===== config.mk =====
export PLATFORM = sky130hd
export DESIGN_NAME = psq_sequencer
export DESIGN_NICKNAME = d
export VERILOG_FILES = /design/src/psq_pkg.sv /design/src/psq_sequencer.sv /design/src/psq_sync.sv /design/src/psq_timer.sv
export SDC_FILE = /design/constraint.sdc
export NUM_CORES = 1
export LEC_CHECK = 0
export ABC_AREA = 0
export BUFFER_PORTS_ARGS = -buffer_cell sky130_fd_sc_hd__buf_2
export CORE_MARGIN = 1.5
export CORE_UTILIZATION = 34
export CTS_BUF_LIST = sky130_fd_sc_hd__clkbuf_4 sky130_fd_sc_hd__clkbuf_8
export DETAILED_ROUTE_END_ITERATION = 10
export SLEW_MARGIN = 10
export SYNTH_ARGS = -nofsm -noshare
export SYNTH_HDL_FRONTEND = slang
export SYNTH_SLANG_ARGS = --single-unit
export TNS_END_PERCENT = 50

===== constraint.sdc =====
create_clock -name pclk -period 7.1 [get_ports pclk]
set_clock_uncertainty 0.05 [all_clocks]
set_input_delay 0.71 -clock pclk [delete_from_list [all_inputs] [get_ports pclk]]
set_output_delay 0.71 -clock pclk [all_outputs]
set_load 0.02 [all_outputs]

===== src/psq_pkg.sv =====
// shared constants and types of the pushbutton power sequencer
// assumes a single 250 MHz clock; all intervals are whole cycles of it
package psq_pkg;

   // clock rate and interval lengths
   localparam int CLK_MHZ           = 250;     // pclk rate in MHz
   localparam int DEB_TIME_US       = 32000;   // button debounce, on and off
   localparam int INT_MIN_TIME_US   = 32000;   // least low time of event_flag_n
   localparam int BLANK_TIME_US     = 512000;  // blanking after turn-on
   localparam int LOCK_TIME_US      = 1000000; // lockout after power-up and turn-off
   localparam int KILL_TIME_US      = 30;      // least halt_power_n low pulse
   localparam int HOLD_CYCLE_US     = 1000;    // one hold_delay_cap timer cycle
   localparam int HOLD_CYCLES       = 16;      // hold timer cycles per forced turn-off

   // derived cycle counts (exact at this clock rate)
   localparam int DEB_CYC_DFLT      = DEB_TIME_US * CLK_MHZ;
   localparam int INT_MIN_CYC_DFLT  = INT_MIN_TIME_US * CLK_MHZ;
   localparam int BLANK_CYC_DFLT    = BLANK_TIME_US * CLK_MHZ;
   localparam int LOCK_CYC_DFLT     = LOCK_TIME_US * CLK_MHZ;
   localparam int KILL_CYC_DFLT     = KILL_TIME_US * CLK_MHZ;
   localparam int HOLD_CYC_DFLT     = HOLD_CYCLE_US * CLK_MHZ;

   // register byte offsets
   localparam logic [7:0] REG_CTRL     = 8'h00;
   localparam logic [7:0] REG_STATUS   = 8'h04;
   localparam logic [7:0] REG_INT_STAT = 8'h08;
   localparam logic [7:0] REG_INT_MASK = 8'h0C;

   // control fields
   localparam int CTRL_SMALL_BIT = 0;          // small_package variant
   localparam int CTRL_POL_BIT   = 1;          // enable output active low
   localparam logic [1:0] CTRL_RST = 2'h0;

   // status fields
   localparam int STS_ON_BIT   = 0;            // system powered
   localparam int STS_SRC_BIT  = 1;            // turn-on came from plug_detect_in
   localparam int STS_FLAG_BIT = 2;            // event flag asserted
   localparam int STS_PLUG_BIT = 3;            // plug_detect_in level
   localparam int STS_CAP_BIT  = 4;            // hold_delay_cap fitted

   // event fields, shared by status and mask
   localparam int NUM_EV        = 4;
   localparam int EV_ON_BIT     = 0;           // turn-on happened
   localparam int EV_FLAG_BIT   = 1;           // turn-off sequence began
   localparam int EV_FORCED_BIT = 2;           // forced turn-off
   localparam int EV_HALT_BIT   = 3;           // halt_power_n shutdown
   localparam logic [NUM_EV-1:0] MASK_RST = 4'h0;

   // sequencer states
   typedef enum logic [3:0] {
      ST_PWRUP, ST_OFF_WAIT, ST_ON_DEB, ST_BLANK, ST_ON_REL, ST_ON,
      ST_OFF_DEB, ST_INT_MIN, ST_HOLD, ST_OFF_REL, ST_LOCKOUT
   } psq_state_t;

endpackage


===== src/psq_sequencer.sv =====
// pushbutton power sequencer with an APB register file
// assumes pins are asynchronous and an APB master on pclk
//
// The APB interface to the registers and the register offsets are this design's own decisions.
`timescale 1ns/1ps
module psq_sequencer
   import psq_pkg::*;
#(
   parameter int DEB_CYC        = DEB_CYC_DFLT,     // debounce cycles
   parameter int INT_MIN_CYC    = INT_MIN_CYC_DFLT, // least flag low cycles
   parameter int BLANK_CYC      = BLANK_CYC_DFLT,   // blanking cycles
   parameter int LOCK_CYC       = LOCK_CYC_DFLT,    // lockout cycles
   parameter int KILL_CYC       = KILL_CYC_DFLT,    // halt filter cycles
   parameter int HOLD_CYCLE_CYC = HOLD_CYC_DFLT     // one hold timer cycle
)(
   // clock and reset
   input  wire logic        pclk,
   input  wire logic        presetn,
   // apb slave
   input  wire logic [7:0]  paddr,
   input  wire logic        psel,
   input  wire logic        penable,
   input  wire logic        pwrite,
   input  wire logic [31:0] pwdata,
   output logic      [31:0] prdata,
   output logic             pready,
   output logic             pslverr,
   // pins
   input  wire logic        button_n,
   input  wire logic        plug_detect_in,
   input  wire logic        halt_power_n,
   input  wire logic        hold_cap_fitted,
   output logic             supply_switch,
   output logic             event_flag_n,
   output logic             plug_good_out,
   output logic             irq
);

   localparam int TW = 28;   // wide enough for the one second lockout
   localparam int KW = 16;   // halt filter width

   // refuse counts the counters cannot hold
   if (LOCK_CYC >= 2**TW || BLANK_CYC >= 2**TW || DEB_CYC < 1 || INT_MIN_CYC < 1
       || HOLD_CYCLE_CYC * HOLD_CYCLES >= 2**TW || KILL_CYC >= 2**KW || KILL_CYC < 1)
   begin : g_bad_cfg
      $error("psq_sequencer: timing parameter out of range");
   end

   // synchronised pins
   logic       btn_s;        // button_n, debounced by the sequencer
   logic       plug_s;       // plug_detect_in
   logic       halt_s;       // halt_power_n
   logic       cap_s;        // hold_cap_fitted strap
   logic       btn_prev_reg; // last button level for edges
   logic       plug_prev_reg;// last plug level for edges

   psq_sync #(.W(4), .RST_VAL(4'hA)) u_sync (
      .pclk    (pclk),
      .presetn (presetn),
      .d       ({button_n, plug_detect_in, halt_power_n, hold_cap_fitted}),
      .q       ({btn_s, plug_s, halt_s, cap_s})
   );

   // edge memory
   always_ff @(posedge pclk or negedge presetn)
   begin
      if (!presetn)
      begin
         btn_prev_reg  <= 1'b1;
         plug_prev_reg <= 1'b0;
      end
      else
      begin
         btn_prev_reg  <= btn_s;
         plug_prev_reg <= plug_s;
      end
   end

   logic btn_fall;          // new press
   logic plug_rise;         // supply plugged in
   logic plug_fall;         // supply removed
   assign btn_fall  = btn_prev_reg & ~btn_s;
   assign plug_rise = plug_s & ~plug_prev_reg;
   assign plug_fall = plug_prev_reg & ~plug_s;

   // halt filter: reloads while high, so only a long low reaches zero
   logic halt_zero;
   logic halt_trip;         // filtered shutdown request
   psq_timer #(.W(KW), .RST_VAL(KW'(KILL_CYC))) u_halt_tmr (
      .pclk     (pclk),
      .presetn  (presetn),
      .load     (halt_s),
      .load_val (KW'(KILL_CYC)),
      .zero     (halt_zero)
   );
   assign halt_trip = ~halt_s & halt_zero;

   // registers written by software
   logic [1:0]        ctrl_reg;     // variant controls
   logic [NUM_EV-1:0] ev_stat_reg;  // sticky events
   logic [NUM_EV-1:0] ev_mask_reg;  // event enables
   logic small_pkg;
   logic pol_low;
   assign small_pkg = ctrl_reg[CTRL_SMALL_BIT];
   assign pol_low   = ctrl_reg[CTRL_POL_BIT];

   // sequencer state
   psq_state_t state_reg;
   psq_state_t state_next;
   logic       sys_on_reg;     // supply enabled
   logic       flag_n_reg;     // event flag pin level
   logic       src_plug_reg;   // turn-on came from plug
   logic       trig_plug_reg;  // turn-off trigger is the plug
   logic       pend_plug_reg;  // plug rose during button debounce
   logic       tmr_zero;
   logic       tmr_load;
   logic [TW-1:0] tmr_val;
   logic       go_on;          // turn on this cycle
   logic       go_on_plug;     // that turn-on is plug sourced
   logic       go_off;         // release the supply this cycle
   logic       flag_set;       // start a turn-off sequence
   logic       flag_clr;       // release the flag
   logic       trig_set_plug;  // trigger recorded with flag_set
   logic       ev_forced;      // forced turn-off event
   logic       ev_halt;        // halt shutdown event
   logic       trig_low;       // current trigger still held

   psq_timer #(.W(TW), .RST_VAL(TW'(LOCK_CYC))) u_seq_tmr (
      .pclk     (pclk),
      .presetn  (presetn),
      .load     (tmr_load),
      .load_val (tmr_val),
      .zero     (tmr_zero)
   );

   assign trig_low = trig_plug_reg ? ~plug_s : ~btn_s;

   // next state and timer reloads
   always_comb
   begin
      state_next    = state_reg;
      tmr_load      = 1'b0;
      tmr_val       = '0;
      go_on         = 1'b0;
      go_on_plug    = 1'b0;
      go_off        = 1'b0;
      flag_set      = 1'b0;
      flag_clr      = 1'b0;
      trig_set_plug = 1'b0;
      ev_forced     = 1'b0;
      ev_halt       = 1'b0;
      unique case (state_reg)
         ST_PWRUP:
            if (tmr_zero)
            begin
               if (plug_s)
               begin
                  go_on      = 1'b1;
                  go_on_plug = 1'b1;
               end
               else
                  state_next = ST_OFF_WAIT;
            end
         ST_OFF_WAIT:
            // only fresh edges start a turn-on; levels are ignored
            if (btn_fall)
            begin
               state_next = ST_ON_DEB;
               tmr_load   = 1'b1;
               tmr_val    = TW'(DEB_CYC);
            end
            else if (plug_rise)
            begin
               go_on      = 1'b1;
               go_on_plug = 1'b1;
            end
         ST_ON_DEB:
            if (btn_s)
            begin
               // a bounce hands over to a plug rise seen meanwhile
               if (pend_plug_reg || plug_rise)
               begin
                  go_on      = 1'b1;
                  go_on_plug = 1'b1;
               end
               else
                  state_next = ST_OFF_WAIT;
            end
            else if (tmr_zero)
               go_on = 1'b1;
         ST_BLANK:
            if (tmr_zero)
            begin
               if (!halt_s)
               begin
                  go_off     = 1'b1;
                  ev_halt    = 1'b1;
               end
               else if (!btn_s)
                  state_next = ST_ON_REL;
               else
                  state_next = ST_ON;
            end
         ST_ON_REL:
            // a press still held after blanking is ignored until released
            if (halt_trip)
            begin
               go_off  = 1'b1;
               ev_halt = 1'b1;
            end
            else if (btn_s)
               state_next = ST_ON;
         ST_ON:
            if (halt_trip)
            begin
               go_off  = 1'b1;
               ev_halt = 1'b1;
            end
            else if (btn_fall)
            begin
               state_next = ST_OFF_DEB;
               tmr_load   = 1'b1;
               tmr_val    = TW'(DEB_CYC);
            end
            else if (plug_fall && src_plug_reg && !small_pkg)
            begin
               flag_set      = 1'b1;
               trig_set_plug = 1'b1;
            end
         ST_OFF_DEB:
            if (halt_trip)
            begin
               go_off  = 1'b1;
               ev_halt = 1'b1;
            end
            else if (btn_s)
               state_next = ST_ON;
            else if (tmr_zero)
               flag_set = 1'b1;
         ST_INT_MIN:
            // the flag holds here whatever the trigger does
            if (halt_trip)
            begin
               go_off  = 1'b1;
               ev_halt = 1'b1;
            end
            else if (tmr_zero)
            begin
               if (!trig_low)
               begin
                  state_next = ST_ON;
                  flag_clr   = 1'b1;
               end
               else if (cap_s)
               begin
                  state_next = ST_HOLD;
                  tmr_load   = 1'b1;
                  tmr_val    = TW'(HOLD_CYCLE_CYC * HOLD_CYCLES);
               end
               else
               begin
                  go_off    = 1'b1;
                  ev_forced = 1'b1;
               end
            end
         ST_HOLD:
            if (halt_trip)
            begin
               go_off  = 1'b1;
               ev_halt = 1'b1;
            end
            else if (!trig_low)
            begin
               state_next = ST_ON;
               flag_clr   = 1'b1;
            end
            else if (tmr_zero)
            begin
               go_off    = 1'b1;
               ev_forced = 1'b1;
            end
         ST_OFF_REL:
            // lockout waits for the button to be let go
            if (btn_s)
            begin
               state_next = ST_LOCKOUT;
               tmr_load   = 1'b1;
               tmr_val    = TW'(LOCK_CYC);
            end
         ST_LOCKOUT:
            if (tmr_zero)
               state_next = ST_OFF_WAIT;
      endcase
      if (go_on)
      begin
         state_next = ST_BLANK;
         tmr_load   = 1'b1;
         tmr_val    = TW'(BLANK_CYC);
      end
      if (flag_set)
      begin
         state_next = ST_INT_MIN;
         tmr_load   = 1'b1;
         tmr_val    = TW'(INT_MIN_CYC);
      end
      if (go_off)
      begin
         state_next = ST_OFF_REL;
         flag_clr   = 1'b1;
      end
   end

   // state and plug bookkeeping
   always_ff @(posedge pclk or negedge presetn)
   begin
      if (!presetn)
      begin
         state_reg     <= ST_PWRUP;
         src_plug_reg  <= 1'b0;
         trig_plug_reg <= 1'b0;
         pend_plug_reg <= 1'b0;
      end
      else
      begin
         state_reg <= state_next;
         if (go_on)
            src_plug_reg <= go_on_plug;
         if (flag_set)
            trig_plug_reg <= trig_set_plug;
         if (state_reg == ST_OFF_WAIT || state_reg == ST_ON_DEB)
            pend_plug_reg <= plug_rise | ((state_reg == ST_ON_DEB) & pend_plug_reg);
      end
   end

   // supply enable and event flag pins
   always_ff @(posedge pclk or negedge presetn)
   begin
      if (!presetn)
      begin
         sys_on_reg <= 1'b0;
         flag_n_reg <= 1'b1;
      end
      else
      begin
         if (go_on)
            sys_on_reg <= 1'b1;
         else if (go_off)
            sys_on_reg <= 1'b0;
         if (flag_set)
            flag_n_reg <= 1'b0;
         else if (flag_clr)
            flag_n_reg <= 1'b1;
      end
   end

   assign supply_switch = sys_on_reg ^ pol_low;
   assign event_flag_n  = flag_n_reg;
   assign plug_good_out = plug_s;

   // apb access decode; zero wait states
   logic acc_wr;
   logic addr_ok;
   logic [NUM_EV-1:0] ev_now;
   logic [31:0] rd_mux;
   assign addr_ok = (paddr == REG_CTRL) || (paddr == REG_STATUS) ||
                    (paddr == REG_INT_STAT) || (paddr == REG_INT_MASK);
   assign acc_wr  = psel & penable & pwrite & addr_ok;
   assign pready  = 1'b1;
   assign pslverr = psel & penable & ~addr_ok;
   assign ev_now  = {ev_halt, ev_forced, flag_set, go_on};

   // read data picked in the setup cycle so prdata is a flop
   always_comb
   begin
      rd_mux = 32'h0000_0000;
      unique case (paddr)
         REG_CTRL:     rd_mux[1:0] = ctrl_reg;
         REG_STATUS:   rd_mux[4:0] = {cap_s, plug_s, ~flag_n_reg, src_plug_reg, sys_on_reg};
         REG_INT_STAT: rd_mux[NUM_EV-1:0] = ev_stat_reg;
         REG_INT_MASK: rd_mux[NUM_EV-1:0] = ev_mask_reg;
         default:      rd_mux = 32'h0000_0000;
      endcase
   end

   // register file; a new event wins over a clear in the same cycle
   always_ff @(posedge pclk or negedge presetn)
   begin
      if (!presetn)
      begin
         prdata      <= 32'h0000_0000;
         ctrl_reg    <= CTRL_RST;
         ev_mask_reg <= MASK_RST;
         ev_stat_reg <= '0;
      end
      else
      begin
         if (psel && !penable && !pwrite)
            prdata <= rd_mux;
         if (acc_wr && paddr == REG_CTRL)
            ctrl_reg <= pwdata[1:0];
         if (acc_wr && paddr == REG_INT_MASK)
            ev_mask_reg <= pwdata[NUM_EV-1:0];
         if (acc_wr && paddr == REG_INT_STAT)
            ev_stat_reg <= (ev_stat_reg & ~pwdata[NUM_EV-1:0]) | ev_now;
         else
            ev_stat_reg <= ev_stat_reg | ev_now;
      end
   end

   assign irq = |(ev_stat_reg & ev_mask_reg);

   // helper run counters read only by the checks below
   logic [31:0] btn_low_run;
   logic [31:0] on_run;
   logic [31:0] halt_low_run;
   logic [31:0] flag_low_run;
   always_ff @(posedge pclk or negedge presetn)
   begin
      if (!presetn)
      begin
         btn_low_run  <= '0;
         on_run       <= '0;
         halt_low_run <= '0;
         flag_low_run <= '0;
      end
      else
      begin
         btn_low_run  <= btn_s ? '0 : btn_low_run + ((&btn_low_run) ? 32'h0 : 32'h1);
         on_run       <= !sys_on_reg ? '0 : on_run + 32'h1;
         halt_low_run <= halt_s ? '0 : halt_low_run + ((&halt_low_run) ? 32'h0 : 32'h1);
         flag_low_run <= flag_n_reg ? '0 : flag_low_run + 32'h1;
      end
   end
endmodule


===== src/psq_sync.sv =====
// two-stage synchroniser for asynchronous pins
// assumes pins idle at the reset value given
`timescale 1ns/1ps
module psq_sync
   import psq_pkg::*;
#(
   parameter int             W       = 1,
   parameter logic [W-1:0]   RST_VAL = '0
)(
   // clock and reset
   input  wire logic         pclk,
   input  wire logic         presetn,
   // pins and synchronised copy
   input  wire logic [W-1:0] d,
   output logic      [W-1:0] q
);

   logic [W-1:0] meta_reg;   // first stage, read only by the second

   // second stage is the only reader of the first
   always_ff @(posedge pclk or negedge presetn)
   begin
      if (!presetn)
      begin
         meta_reg <= RST_VAL;
         q        <= RST_VAL;
      end
      else
      begin
         meta_reg <= d;
         q        <= meta_reg;
      end
   end

endmodule


===== src/psq_timer.sv =====
// reloadable down counter; zero flags the end of an interval
// assumes the owner reloads it on entry to each timed phase
`timescale 1ns/1ps
module psq_timer
   import psq_pkg::*;
#(
   parameter int           W       = 28,
   parameter logic [W-1:0] RST_VAL = '0
)(
   // clock and reset
   input  wire logic         pclk,
   input  wire logic         presetn,
   // reload and status
   input  wire logic         load,
   input  wire logic [W-1:0] load_val,
   output logic              zero
);

   logic [W-1:0] cnt_reg;    // remaining cycles

   // count down to zero and stop there
   always_ff @(posedge pclk or negedge presetn)
   begin
      if (!presetn)
         cnt_reg <= RST_VAL;
      else if (load)
         cnt_reg <= load_val;
      else if (cnt_reg != '0)
         cnt_reg <= cnt_reg - W'(1);
   end

   assign zero = (cnt_reg == '0);

endmodule


==> results.ini <==
[sta]
hold_violations = 0
period_share_pct = 44.02
slew-limit-headroom_pct = 35.26
whs_ns = 0.3002
tightest_slew_ns = 0.9711
fmax_ghz = 0.3199
slew_viol_final = 0
tns_ns = 0
finalSetupViolCount = 0
period_needed_ns = 3.126
rsz0062_at_grt = no

[synth]
ys_seq_area_share_pct = 43.36
synthTopCellsByArea = dfrtp_1 (28%), dfstp_2 (15%), buf_4 (4.6%)
yosys.area.top_type = dfrtp_1
syn_area_mm2 = 0.004577
synthArstFlopShare_pct = 100.0
syn_avg_cell_area_um2 = 9.398
synth_top_area_share_pct = 28.43
synth.most_common_cell = dfrtp_1
postSynthCellCount = 487
synth_warnings = 0
ys_types = 68
synth_enable_flop_cells = 0
ys_dominant_reg_cell = dfrtp_1
ys_seq_elements = 78
synth_common_cells = dfrtp_1 (52), nor2_1 (47), nand2_1 (41)

[critical_path]
path_cells = nand2b_1, a2bb2oi_1, o21ai_0, a31oi_1, nand2b_1, a311o_1
crit_family = compound AO/OA/AOI/OAI gates
crit_type = reg -> reg
critPathArrivalTime_ns = 3.34
worst-path-buf-inv = 0
worstPathRequired_ns = 7.32
crit_slowest_cell = a31oi_1
max_stage_delay_ns = 0.76
worst_setup_path_end_kind = register
path_max_fanout = 19
crit_top_cell = nand2b_1
startpoint_type = register

[final_layout]
drive_gt1_share_pct = 19.26
nFillCells = 1340
largest_reg_flops = 28
regArea_mm2 = 0.001984
final_util_pct = 38.07
nNetsFinal = 562
multi_input_comb_area_mm2 = 0.002372
area_growth_pct = 9.705
diodes = 0

[global_routing]
grt_max_degree = 79
overflow = 0
grt_use_total_pct = 15.62
grt_pass1_vias = 3570
grt_antenna_before_repair = 0
grt_pass1_wl_mm = 17.77

[placed_design]
io_buffers = 30
dp.final_hpwl_mm = 7.303
gp_routability_congestion = 0.8845

[route]
avgRoutedWirePerCell_um = 14.93
detail-route-antenna-nets = 0
drtIter0Drc = 272
drt-pass1-iter-count = 5
routed_wl_mm = 10.30
via_count = 3661
drc_errors = 0
vias_per_cell = 5.306

[die]
die_h_um = 119.0
io-pin-count = 87
initial_core_util_pct = 34.70
fp.dieW_um = 119.0
die_area_mm2 = 0.01417
rows = 42
core_mm2 = 0.01319

[worst_hold_path]
holdCritPathClass = reg -> reg

[cts]
cts_hold_buf = 0
cts_buffers = 9
h-tree-depth = 3
cts-resized-gates = 0
cts.sinks = 78
cts_tree = yes
post_cts.repair.setup_buffers = 0
clock_latency_ns = 0.37
root_buffer = clkbuf_8
clk_path_buf_depth = 2
clk_pin_slew_worst_paths_ns = 0.09

[power]
leakagePower_nw = 2.075
vdd_drop_max_v = 0.0001147
p_per_area_mw_per_mm2 = 337.6

[run]
cap_violations = 0

[outcome]
run_status = finished clean

placed cells by master (no fill, tap or decap), drive strengths merged, types with 4 or more instances in the layout:
cell type	n
a21oi	17
nand4	8
inv	10
nand2	42
xnor2	20
o31ai	7
nor2	47
a31oi	5
buf	31
nand2b	12
dfstp	26
dfrtp	52
mux2	8
a211oi	5
and3	6
or3b	4
nand3	14
or4	6
ha	4
o211ai	5
a22oi	4
xor2	17
conb	28
nor4	14
o31a	4
clkbuf	9
o21ai	25
or3	8
nor3	22
metrics by stage:
stage | power, mW | std cells | area, µm² | setup slack [ns]
after floorplan | 1.148 | 513 | 4674 | 4.388
after global placement | 1.266 | 674 | 4775 | 4.066
after detailed placement | 1.283 | 674 | 4775 | 4.043
after CTS | 1.702 | 690 | 5021 | 4.011
after global routing | 1.823 | 690 | 5021 | 3.676
final | 1.695 | 690 | 5021 | 3.974
final cells by class:
type,count,area share (%)
well taps,176,4.386
flip-flops and latches,78,39.52
repair buffers,31,3.190
clock buffers,9,2.467
inverters,10,0.7476
multi-input cells,379,47.25
clock inverters,7,2.442
kinds of logic after synthesis:
kind of cell             share of synthesized area, %
AO/OA/AOI/OAI                                   14.71
buffers and inverters                           6.944
multiplexers                                    3.609
adder cells (fa/ha/maj)                         1.094
XOR/XNOR                                        7.080
other                                          0.1641
AND/OR/NAND/NOR                                 23.05
flip-flops                                      43.36
worst paths after layout:
| kind | from | end | slack, ns | cells after the start |
|---|---|---|---|---|
| min in group asynchronous | presetn | u_halt_tmr.cnt_reg[14] | 0.42 | 1 |
| max in group asynchronous | presetn | ev_stat_reg[2] | 5.94 | 1 |
| worst min-delay path | u_sync.meta_reg[2] | u_sync.q[2] | 0.30 | 0 |
| worst min register to register | u_sync.meta_reg[2] | u_sync.q[2] | 0.30 | 0 |
| worst max register to register | state_reg[1] | state_reg[1] | 3.97 | 6 |
| worst max-delay path | state_reg[1] | state_reg[1] | 3.97 | 6 |
power by group:
part	leakage (nW)	switching (mW)	total (mW)	internal, mW
clock	0.116	0.175	0.409	0.234
combinational	1.03	0.333	0.574	0.240
sequential	0.930	0.148	0.712	0.564
total	2.07	0.656	1.70	1.04
routing by layer:
layer,wire (µm),vias up,track usage [%],part of all wire (%)
met4,197,0,6.175,1.9
met3,604,18,3.688,5.9
met2,4846,112,24.21,47
met5,0,-,0,0
li1,-,1746,-,-
met1,4654,1785,21.10,45
Note: power is estimated with default switching activity, not from simulation.
